## src/common/legacy_exc_pkg.sv

```systemverilog
// Constants, types and helpers for the legacy-mode exception block
package legacy_exc_pkg;
	// Status longword field positions
	localparam int PSL_T   = 4;
	localparam int PSL_IV  = 5;
	localparam int PSL_FU  = 6;
	localparam int PSL_DV  = 7;
	localparam int PSL_IPL = 16;
	localparam int IPL_W   = 5;
	localparam int PSL_PRV = 22;
	localparam int PSL_CUR = 24;
	localparam int PSL_IS  = 26;
	localparam int PSL_FPD = 27;
	localparam int PSL_TP  = 30;
	localparam int PSL_CM  = 31;
	localparam logic [1:0] MODE_USER = 2'h3;

	// Fault codes
	localparam logic [15:0] CODE_RSVD = 16'h0000;
	localparam logic [15:0] CODE_BPT  = 16'h0001;
	localparam logic [15:0] CODE_IOT  = 16'h0002;
	localparam logic [15:0] CODE_EMT  = 16'h0003;
	localparam logic [15:0] CODE_UVEC = 16'h0004;
	localparam logic [15:0] CODE_ILL  = 16'h0005;
	localparam logic [15:0] CODE_ODD  = 16'h0005;

	// Frame lengths in longwords, longword size in bytes
	localparam logic [1:0]  FRAME_FAULT = 2'h3;
	localparam logic [1:0]  FRAME_TRACE = 2'h2;
	localparam logic [31:0] LW_BYTES    = 32'h0000_0004;

	// Register byte offsets
	localparam logic [7:0] REG_CTRL   = 8'h00;
	localparam logic [7:0] REG_VEC    = 8'h04;
	localparam logic [7:0] REG_KSP    = 8'h08;
	localparam logic [7:0] REG_IOBASE = 8'h0C;
	localparam logic [7:0] REG_STAT   = 8'h10;
	localparam logic [7:0] REG_PC     = 8'h14;

	// Reset values and field positions
	localparam logic [31:0] CTRL_RST     = 32'h0000_0001;
	localparam logic [31:0] VEC_RST      = 32'h0028_0010;
	localparam logic [31:0] KSP_RST      = 32'h0000_0000;
	localparam logic [31:0] IOBASE_RST   = 32'h0000_E000;
	localparam int          CTRL_LOCK_EN = 0;

	typedef enum logic [3:0] {
		CLS_PLAIN   = 4'h0,
		CLS_RETURN  = 4'h1,
		CLS_RSVD    = 4'h2,
		CLS_BPT     = 4'h3,
		CLS_IOT     = 4'h4,
		CLS_EMT     = 4'h5,
		CLS_UVEC    = 4'h6,
		CLS_JMP_REG = 4'h7,
		CLS_PREG    = 4'h8
	} insn_class_e;

	typedef enum logic [1:0] {
		KIND_FAULT = 2'h0,
		KIND_ABORT = 2'h1,
		KIND_TRAP  = 2'h2,
		KIND_NONE  = 2'h3
	} exc_kind_e;

	typedef enum logic [0:0] {
		ST_RUN  = 1'h0,
		ST_PUSH = 1'h1
	} seq_state_e;

	function automatic logic is_fault(insn_class_e c);
		return c inside {CLS_RSVD, CLS_BPT, CLS_IOT, CLS_EMT, CLS_UVEC,
			CLS_JMP_REG, CLS_PREG};
	endfunction

	function automatic logic [15:0] fault_code(insn_class_e c);
		case (c)
			CLS_BPT:     return CODE_BPT;
			CLS_IOT:     return CODE_IOT;
			CLS_EMT:     return CODE_EMT;
			CLS_UVEC:    return CODE_UVEC;
			CLS_JMP_REG: return CODE_ILL;
			default:     return CODE_RSVD;
		endcase
	endfunction

	function automatic logic [31:0] stack_psl(logic [3:0] cc, logic t,
		logic tp);
		logic [31:0] p;
		p = 32'h0000_0000;
		p[3:0] = cc;
		p[PSL_T] = t;
		p[PSL_TP] = tp;
		p[PSL_CM] = 1'b1;
		p[PSL_CUR +: 2] = MODE_USER;
		p[PSL_PRV +: 2] = MODE_USER;
		return p;
	endfunction

	function automatic logic rei_bad(logic [31:0] p);
		return p[PSL_CM] && (p[PSL_IV] || p[PSL_FU] || p[PSL_DV]
			|| (p[PSL_IPL +: IPL_W] != 5'h00) || p[PSL_IS] || p[PSL_FPD]
			|| (p[PSL_CUR +: 2] != MODE_USER)
			|| (p[PSL_PRV +: 2] != MODE_USER) || (p[15:8] != 8'h00));
	endfunction

	function automatic logic [31:0] wr_sel(logic [31:0] old,
		logic [31:0] nw, logic [3:0] sel);
		logic [31:0] r;
		r = old;
		for (int i = 0; i < 4; i++) begin
			if (sel[i]) begin
				r[i*8 +: 8] = nw[i*8 +: 8];
			end
		end
		return r;
	endfunction
endpackage

```

## src/core/frame_pusher.sv

```systemverilog
// Writes an exception frame onto the kernel stack, one longword a cycle
`timescale 1ns/1ps
module frame_pusher (
	// Clock and control
	input  wire logic        clk_i,
	input  wire logic        rst_i,
	input  wire logic        ce_i,
	input  wire logic        start_i,
	// Frame contents
	input  wire logic [1:0]  len_i,
	input  wire logic [31:0] psl_i,
	input  wire logic [31:0] pc_i,
	input  wire logic [31:0] info_i,
	input  wire logic [31:0] sp_i,
	// Stack write port
	output logic             we_o,
	output logic [31:0]      addr_o,
	output logic [31:0]      data_o,
	output logic [31:0]      sp_o,
	output logic             done_o
);
	import legacy_exc_pkg::*;

	logic [1:0] left_r;
	logic [1:0] idx_r;

	// Status first, then PC, then information longword
	always_ff @(posedge clk_i) begin
		if (rst_i) begin
			left_r <= 2'h0;
			idx_r  <= 2'h0;
			we_o   <= 1'b0;
			addr_o <= 32'h0000_0000;
			data_o <= 32'h0000_0000;
			sp_o   <= 32'h0000_0000;
			done_o <= 1'b0;
		end else if (ce_i) begin
			we_o   <= 1'b0;
			done_o <= 1'b0;
			if (start_i && left_r == 2'h0) begin
				left_r <= len_i;
				idx_r  <= 2'h0;
				sp_o   <= sp_i;
			end else if (left_r != 2'h0) begin
				we_o   <= 1'b1;
				addr_o <= sp_o - LW_BYTES;
				sp_o   <= sp_o - LW_BYTES;
				data_o <= (idx_r == 2'h0) ? psl_i :
					(idx_r == 2'h1) ? pc_i : info_i;
				idx_r  <= idx_r + 2'h1;
				left_r <= left_r - 2'h1;
				done_o <= (left_r == 2'h1);
			end
		end
	end
endmodule

```

## src/core/legacy_exc_trace.sv

```systemverilog
// Legacy-mode exception, trace and interlock sequencer with register slave
//
// The implementer's own choices: the placing of the registers and register access over Wishbone.
`timescale 1ns/1ps
// How it works
// - Any legacy-mode exception leaves legacy mode and asks the pipeline to back out
// - Legacy-specific exceptions push three longwords: status, PC, information
// - Information longword holds the code in bits 15..0, zero above
// - Legacy-specific exceptions are faults or aborts, never traps
// - Reserved legacy opcodes fault with code 0
// - Breakpoint faults with code 1, I/O vector instruction with code 2
// - Emulator group faults with code 3, user-vector group with code 4
// - Jump or subroutine jump to a register faults as illegal, code 5
// - Word reference to an odd byte address aborts with code 5
// - Trace-pending at instruction start raises a trace fault
// - Trace fault pushes status and PC; stacked priority, stack flag zero, legacy one
// - Trace fault uses the one trace vector shared with native mode
// - Odd instruction fetch abort goes ahead of the pending trace fault
// - A return popping trace-enable set traces after the next instruction
// - Exception return with trace set, pending clear runs one instruction, then traces
// - Trace set, pending clear on a plain instruction sets pending, executes
// - Same on a return instruction: it executes, sets pending, then traces
// - Stacked trace-enable after a return follows the popped word, pending clear
// - Faulting instruction with trace set: fault first, stacked pending clear
// - Only condition bits are reachable; other register references fault reserved
// - Modify accesses interlock read and write for I/O registers, never memory
// - Entry only by exception return; bad reserved fields give reserved operand
module legacy_exc_trace (
	// Clock, reset, enable
	input  wire logic                        clk_i,
	input  wire logic                        rst_i,
	input  wire logic                        ce_i,
	// Wishbone slave
	input  wire logic                        wb_cyc_i,
	input  wire logic                        wb_stb_i,
	input  wire logic                        wb_we_i,
	input  wire logic [7:0]                  wb_adr_i,
	input  wire logic [3:0]                  wb_sel_i,
	input  wire logic [31:0]                 wb_dat_i,
	output logic      [31:0]                 wb_dat_o,
	output logic                             wb_ack_o,
	// Pipeline instruction events
	input  wire logic                        insn_start_i,
	input  wire legacy_exc_pkg::insn_class_e insn_class_i,
	input  wire logic                        fetch_odd_i,
	input  wire logic                        popped_t_i,
	input  wire logic [31:0]                 psl_i,
	input  wire logic [31:0]                 pc_i,
	input  wire logic                        rei_i,
	input  wire logic [31:0]                 rei_psl_i,
	// Pipeline data references
	input  wire logic                        mem_req_i,
	input  wire logic                        mem_we_i,
	input  wire logic                        mem_word_i,
	input  wire logic                        mem_modify_i,
	input  wire logic [31:0]                 mem_addr_i,
	// Exception report
	output logic                             stall_o,
	output logic                             native_req_o,
	output logic                             exc_valid_o,
	output legacy_exc_pkg::exc_kind_e        exc_kind_o,
	output logic      [15:0]                 exc_code_o,
	output logic      [15:0]                 exc_vector_o,
	output logic                             rsvd_operand_o,
	output logic                             legacy_mode_o,
	output logic                             mem_lock_o,
	// Kernel stack write port
	output logic                             stk_we_o,
	output logic      [31:0]                 stk_addr_o,
	output logic      [31:0]                 stk_data_o
);
	import legacy_exc_pkg::*;

	logic [31:0] ctrl_r;
	logic [31:0] vec_r;
	logic [31:0] ksp_r;
	logic [31:0] iobase_r;
	logic [31:0] dat_r;
	logic        ack_r;
	logic [31:0] rd_w;
	logic        legacy_r;
	logic        t_r;
	logic        tp_r;
	logic        rsvd_op_r;
	seq_state_e  st_r;
	logic        push_start_r;
	logic        stall_r;
	logic        native_r;
	logic        exc_valid_r;
	exc_kind_e   kind_r;
	logic [15:0] vecout_r;
	logic [1:0]  len_r;
	logic [31:0] psl_r;
	logic [31:0] pc_r;
	logic [31:0] info_r;
	logic        lock_r;
	logic        push_done_w;
	logic [31:0] push_sp_w;
	logic        run;
	logic        ins;
	logic        ev_fodd;
	logic        ev_trace;
	logic        ev_fault;
	logic        ev_dodd;
	logic        ev_any;
	logic        plain_ok;
	logic        rei_go;
	logic        io_hit;
	logic        wb_req;

	// Event decode
	always_comb begin
		run      = ce_i && st_r == ST_RUN;
		ins      = run && insn_start_i && legacy_r;
		ev_fodd  = ins && fetch_odd_i;
		ev_trace = ins && !fetch_odd_i && tp_r;
		ev_fault = ins && !fetch_odd_i && !tp_r
			&& is_fault(insn_class_i);
		ev_dodd  = run && legacy_r && !insn_start_i && mem_req_i
			&& mem_word_i && mem_addr_i[0];
		ev_any   = ev_fodd || ev_trace || ev_fault || ev_dodd;
		plain_ok = ins && !ev_any;
		rei_go   = run && rei_i && !legacy_r;
		io_hit   = mem_addr_i[31:16] >= iobase_r[15:0];
		wb_req   = wb_cyc_i && wb_stb_i;
	end

	// Register read mux
	always_comb begin
		case (wb_adr_i)
			REG_CTRL:   rd_w = ctrl_r;
			REG_VEC:    rd_w = vec_r;
			REG_KSP:    rd_w = ksp_r;
			REG_IOBASE: rd_w = iobase_r;
			REG_STAT:   rd_w = {info_r[15:0], 11'h000, lock_r, stall_r,
				tp_r, t_r, legacy_r};
			REG_PC:     rd_w = pc_r;
			default:    rd_w = 32'h0000_0000;
		endcase
	end

	// Wishbone slave and software registers
	always_ff @(posedge clk_i) begin
		if (rst_i) begin
			ack_r    <= 1'b0;
			dat_r    <= 32'h0000_0000;
			ctrl_r   <= CTRL_RST;
			vec_r    <= VEC_RST;
			ksp_r    <= KSP_RST;
			iobase_r <= IOBASE_RST;
		end else if (ce_i) begin
			ack_r <= wb_req && !ack_r;
			if (wb_req && !ack_r) begin
				dat_r <= rd_w;
			end
			if (wb_req && ack_r && wb_we_i) begin
				case (wb_adr_i)
					REG_CTRL:   ctrl_r <= wr_sel(ctrl_r, wb_dat_i, wb_sel_i);
					REG_VEC:    vec_r <= wr_sel(vec_r, wb_dat_i, wb_sel_i);
					REG_KSP:    ksp_r <= wr_sel(ksp_r, wb_dat_i, wb_sel_i);
					REG_IOBASE: iobase_r <= wr_sel(iobase_r, wb_dat_i,
						wb_sel_i);
					default:    ;
				endcase
			end
			if (push_done_w) begin
				ksp_r <= push_sp_w;
			end
		end
	end

	// Mode, trace-enable and trace-pending
	always_ff @(posedge clk_i) begin
		if (rst_i) begin
			legacy_r  <= 1'b0;
			t_r       <= 1'b0;
			tp_r      <= 1'b0;
			rsvd_op_r <= 1'b0;
		end else if (ce_i) begin
			rsvd_op_r <= 1'b0;
			if (ev_any) begin
				legacy_r <= 1'b0;
				t_r      <= 1'b0;
				tp_r     <= 1'b0;
			end else if (plain_ok) begin
				if (t_r && !tp_r) begin
					tp_r <= 1'b1;
				end
				if (insn_class_i == CLS_RETURN) begin
					t_r <= popped_t_i;
				end
			end else if (rei_go) begin
				if (rei_bad(rei_psl_i)) begin
					rsvd_op_r <= 1'b1;
				end else begin
					legacy_r <= rei_psl_i[PSL_CM];
					t_r      <= rei_psl_i[PSL_T];
					tp_r     <= rei_psl_i[PSL_TP];
				end
			end
		end
	end

	// Exception sequencer and frame contents
	always_ff @(posedge clk_i) begin
		if (rst_i) begin
			st_r         <= ST_RUN;
			push_start_r <= 1'b0;
			stall_r      <= 1'b0;
			native_r     <= 1'b0;
			exc_valid_r  <= 1'b0;
			kind_r       <= KIND_NONE;
			vecout_r     <= 16'h0000;
			len_r        <= 2'h0;
			psl_r        <= 32'h0000_0000;
			pc_r         <= 32'h0000_0000;
			info_r       <= 32'h0000_0000;
		end else if (ce_i) begin
			push_start_r <= 1'b0;
			exc_valid_r  <= 1'b0;
			native_r     <= ev_any;
			unique case (st_r)
				ST_RUN: if (ev_any) begin
					st_r         <= ST_PUSH;
					push_start_r <= 1'b1;
					stall_r      <= 1'b1;
					pc_r         <= {16'h0000, pc_i[15:0]};
					if (ev_fodd || ev_dodd) begin
						kind_r   <= KIND_ABORT;
						info_r   <= {16'h0000, CODE_ODD};
						len_r    <= FRAME_FAULT;
						vecout_r <= vec_r[15:0];
						psl_r    <= stack_psl(psl_i[3:0], t_r, tp_r);
					end else if (ev_trace) begin
						kind_r   <= KIND_FAULT;
						info_r   <= 32'h0000_0000;
						len_r    <= FRAME_TRACE;
						vecout_r <= vec_r[31:16];
						psl_r    <= stack_psl(psl_i[3:0], t_r, 1'b0);
					end else begin
						kind_r   <= KIND_FAULT;
						info_r   <= {16'h0000, fault_code(insn_class_i)};
						len_r    <= FRAME_FAULT;
						vecout_r <= vec_r[15:0];
						psl_r    <= stack_psl(psl_i[3:0], t_r, 1'b0);
					end
				end
				ST_PUSH: if (push_done_w) begin
					st_r        <= ST_RUN;
					stall_r     <= 1'b0;
					exc_valid_r <= 1'b1;
				end
			endcase
		end
	end

	// Read-modify-write interlock on legacy I/O registers
	always_ff @(posedge clk_i) begin
		if (rst_i) begin
			lock_r <= 1'b0;
		end else if (ce_i) begin
			if (mem_req_i && legacy_r && mem_modify_i && !mem_we_i && io_hit
				&& ctrl_r[CTRL_LOCK_EN]) begin
				lock_r <= 1'b1;
			end else if (mem_req_i && mem_we_i) begin
				lock_r <= 1'b0;
			end
		end
	end

	frame_pusher u_pusher (
		.clk_i   (clk_i),
		.rst_i   (rst_i),
		.ce_i    (ce_i),
		.start_i (push_start_r),
		.len_i   (len_r),
		.psl_i   (psl_r),
		.pc_i    (pc_r),
		.info_i  (info_r),
		.sp_i    (ksp_r),
		.we_o    (stk_we_o),
		.addr_o  (stk_addr_o),
		.data_o  (stk_data_o),
		.sp_o    (push_sp_w),
		.done_o  (push_done_w)
	);

	assign wb_dat_o       = dat_r;
	assign wb_ack_o       = ack_r;
	assign stall_o        = stall_r;
	assign native_req_o   = native_r;
	assign exc_valid_o    = exc_valid_r;
	assign exc_kind_o     = kind_r;
	assign exc_code_o     = info_r[15:0];
	assign exc_vector_o   = vecout_r;
	assign rsvd_operand_o = rsvd_op_r;
	assign legacy_mode_o  = legacy_r;
	assign mem_lock_o     = lock_r;
endmodule

```

## config.mk

```make
export PLATFORM = sky130hd
export DESIGN_NAME = legacy_exc_trace
export DESIGN_NICKNAME = d
export VERILOG_FILES = /design/src/common/legacy_exc_pkg.sv /design/src/core/frame_pusher.sv /design/src/core/legacy_exc_trace.sv
export SDC_FILE = /design/constraint.sdc
export NUM_CORES = 1
export LEC_CHECK = 0
export BUFFER_PORTS_ARGS = -buffer_cell sky130_fd_sc_hd__buf_2
export CORE_MARGIN = 1
export CORE_UTILIZATION = 55
export CTS_CLUSTER_DIAMETER = 30
export DETAILED_ROUTE_END_ITERATION = 10
export PLACE_DENSITY = 0.92
export SETUP_SLACK_MARGIN = 0.3
export SLEW_MARGIN = 10
export SYNTH_ARGS = -nofsm -noshare
export SYNTH_HDL_FRONTEND = slang
export SYNTH_SLANG_ARGS = --single-unit
```

## constraint.sdc

```tcl
create_clock -name clk_i -period 2.7 [get_ports clk_i]
set_input_delay 0.27 -clock clk_i [delete_from_list [all_inputs] [get_ports clk_i]]
set_output_delay 0.27 -clock clk_i [all_outputs]
set_load 0.01 [all_outputs]
```

==> flow_metrics.env <==
export IMPL_cts_buffers=49
export IMPL_layout_commonest_cell="dfxtp_1"
export IMPL_multi_input_area_um2=7540
export IMPL_wl_um=48600
export IMPL_outcome="finished clean"
export IMPL_hold_class="in2reg"
export IMPL_finalHoldViolations=0
export IMPL_remaining_drc_errors=0
export IMPL_rows=58
export IMPL_grt_max_degree=130
export IMPL_ir_drop_uv=503
export IMPL_period_needed_ns=2.34
export IMPL_grt_pass1_wl_um=74400
export IMPL_powerDensity_nw_per_um2=728
export IMPL_synthArstFlopShare=0
export IMPL_reg2reg_to="u_pusher.addr_o[31]$_SDFFE_PP0P_"
export IMPL_cp_slowest_cell="or4_4"
export IMPL_hp_start="wb_dat_i[0]"
export IMPL_clk_insertion_delay_late_ns=0.56
export IMPL_die_area_um2=26800
export IMPL_tns_ns=0
export IMPL_syn_area_um2=14400
export IMPL_critPathMaxStageDelay_ns=0.56
export IMPL_min_path_cells=3
export IMPL_io_pins=328
export IMPL_p_leak_uw=0.00751
export IMPL_drt_first_pass_iters=6
export IMPL_r2r_setup_slack_ns=0.36
export IMPL_maxCapViolations=0
export IMPL_ys_flop_type="dfxtp_1"
export IMPL_cp_start_kind="register"
export IMPL_worstSetupEndpointType="register"
export IMPL_synth_cell_types=71
export IMPL_synth_edf_count=0
export IMPL_whs_endpoint="vec_r[0]$_SDFFE_PP0P_"
export IMPL_ant_nets=0
export IMPL_port_buffers=238
export IMPL_ctsRootBufferMaster="clkbuf_16"
export IMPL_dieWidth_um=164
export IMPL_gr_total_overflow=0
export IMPL_synth_top_cell_by_area="dfxtp_1"
export IMPL_start_util=0.566
export IMPL_clockBufferDepth=3
export IMPL_final_cells=2254
export IMPL_clock_fmax_mhz=428
export IMPL_yosysWarnings=0
export IMPL_die_h_um=164
export IMPL_clk_pin_slew_ns=0.06
export IMPL_fin_total_pwr_uw=13000
export IMPL_r2r_cells=5
export IMPL_cts_tree="done"
export IMPL_cp_arrival_ns=2.79
export IMPL_yosysSeqAreaShare=0.423
export IMPL_wl_per_cell_um=21.6
export IMPL_crit_path_max_fanout=6
export IMPL_worstMarginPinSlew_ns=0.780
export IMPL_hpwl_um=32300
export IMPL_finalMaxSlewViolations=0
export IMPL_antenna_found_initial=8
export IMPL_synthTopCellsByArea="dfxtp_1, mux2i_1, nor2_1, a211oi_1, a21oi_1"
export IMPL_fin_nets=2083
export IMPL_place_area_um2=15900
export IMPL_synth_top_area_share=0.423
export IMPL_slew_headroom=0.479
export IMPL_cp_required_ns=3.15
export IMPL_fin_crit_sh=0.866
export IMPL_vias=14300
export IMPL_core_um2=25400
export IMPL_syn_area_per_cell_um2=8.75
export IMPL_fillerInstances=1698
export IMPL_synth_seq_cells=304
export IMPL_holdWs_ns=0.0295
export IMPL_syn_to_final_growth_pct=23.8
export IMPL_worst_clock_skew_ns=0.0183
export IMPL_routabilityCongestion=0.925
export IMPL_seq_area_um2=6090
export IMPL_r2r_start="u_pusher.sp_o[25]$_SDFFE_PP0P_"
export IMPL_post_place_cells=2130
export IMPL_grt_pass1_vias=13600
export IMPL_layout_drive_gt1_share=0.220
export IMPL_routed_via_density=6.35
export IMPL_final_cell_mix="dfxtp_1, buf_2, nor2_1"
export IMPL_cts_htree_levels=2
export IMPL_rsz0062_at_grt="false"
export IMPL_track_usage=0.356
export IMPL_drt_iter0_drc=1601
export IMPL_setup_viol=0
export IMPL_clock_sinks=304
export IMPL_fin_area_um2=17800
export IMPL_path_class="reg2reg"
export IMPL_worstPathCellList="or4_4, or3_1, or4b_4, nor3b_1, nor4_2"
export IMPL_syn_inst=1643
[through the flow]
step	util	setup WS [ns]
after global placement	0.625	0.412
after floorplan	-	0.448
after global routing	0.701	0.254
after detailed placement	0.625	0.344
after CTS	0.699	0.329
final	0.701	0.362
[cell type report]
class | instances | share of cell area
Timing Repair Buffer | 319 | 0.106
Sequential cell | 304 | 0.342
Multi-Input combinational cell | 1159 | 0.423
Inverter | 39 | 0.00822
Clock buffer | 62 | 0.0762
Antenna cell | 12 | 0.00169
Clock inverter | 29 | 0.0189
Tap cell | 330 | 0.0232
[registers in the layout (all words and copies together) (netlist names), 2 cells and up]
signal,flops
ctrl_r,32
iobase_r,32
ksp_r,32
u_pusher.addr_o,32
u_pusher.sp_o,32
vec_r,32
wb_dat_o,32
u_pusher.data_o,18
exc_vector_o,16
pc_r,16
psl_r,7
info_r,3
exc_kind_o,2
u_pusher.idx_r,2
u_pusher.left_r,2
[metal layers]
metal  part of all wire  track usage  wire (µm)  up-vias
met5            0.00072       0.0114         35        -
met2               0.44        0.531      21300     1084
li1                   -            -          -     6308
met1               0.37        0.454      18100     6674
met4              0.065        0.226       3140        2
met3               0.12       0.0967       6040      249
[critical path: cells and delay by family (launching register included)]
kind / cells / cell delay (ns)
simple gates: 5 / 1.86
flops: 1 / 0.38
[worst max-delay path by stage]
stage	startpoint	end	slack, ns	depth (start not counted)
floorplan	u_pusher.sp_o[24]$_SDFFE_PP0P_	u_pusher.addr_o[31]$_SDFFE_PP0P_	0.45	6
global placement	u_pusher.sp_o[24]$_SDFFE_PP0P_	u_pusher.addr_o[31]$_SDFFE_PP0P_	0.41	5
detailed placement	u_pusher.sp_o[15]$_SDFFE_PP0P_	u_pusher.addr_o[31]$_SDFFE_PP0P_	0.34	5
CTS	u_pusher.sp_o[15]$_SDFFE_PP0P_	u_pusher.addr_o[31]$_SDFFE_PP0P_	0.33	5
global route	u_pusher.sp_o[11]$_SDFFE_PP0P_	u_pusher.sp_o[18]$_SDFFE_PP0P_	0.25	5
finish	u_pusher.sp_o[25]$_SDFFE_PP0P_	u_pusher.addr_o[31]$_SDFFE_PP0P_	0.36	5
[cells in the mapped netlist (all sizes together), types with 7 or more instances]
cell    count
a221oi      7
a21o        9
nand3      37
nand2b      7
o21ai      62
and3       14
a21oi     111
dfxtp     304
a22oi      37
xor2       10
ha         21
a211oi     83
nor3b       9
o22ai      20
clkbuf    118
inv        36
nor4       13
nor3       21
mux2i     179
or3        11
nand2     139
buf        45
a211o       9
nor2      212
a22o       10
xnor2      15
and2        8
[cell families after synthesis]
logic type | Yosys count | synth area share
AO/OA/AOI/OAI | 389 | 0.177
XOR/XNOR | 25 | 0.0152
adder cells (fa/ha/maj) | 21 | 0.0183
buffers and inverters | 202 | 0.0609
flip-flops | 304 | 0.423
multiplexers | 190 | 0.138
other | 1 | 0.000261
AND/OR/NAND/NOR | 511 | 0.167
[what timing repair did]
item,in CTS,in global routing
setup endpoints to repair,0,6
endpoints found under the hold margin,20,0
setup buffers,0,1
gates resized for setup,0,3
hold buffers,20,0
[where the power goes]
group | total (µW) | switching, µW | internal (µW)
clock network | 6400 | 2260 | 4150
logic | 1840 | 1080 | 758
registers | 4730 | 127 | 4600
Note: power is estimated with default switching activity, not from simulation.
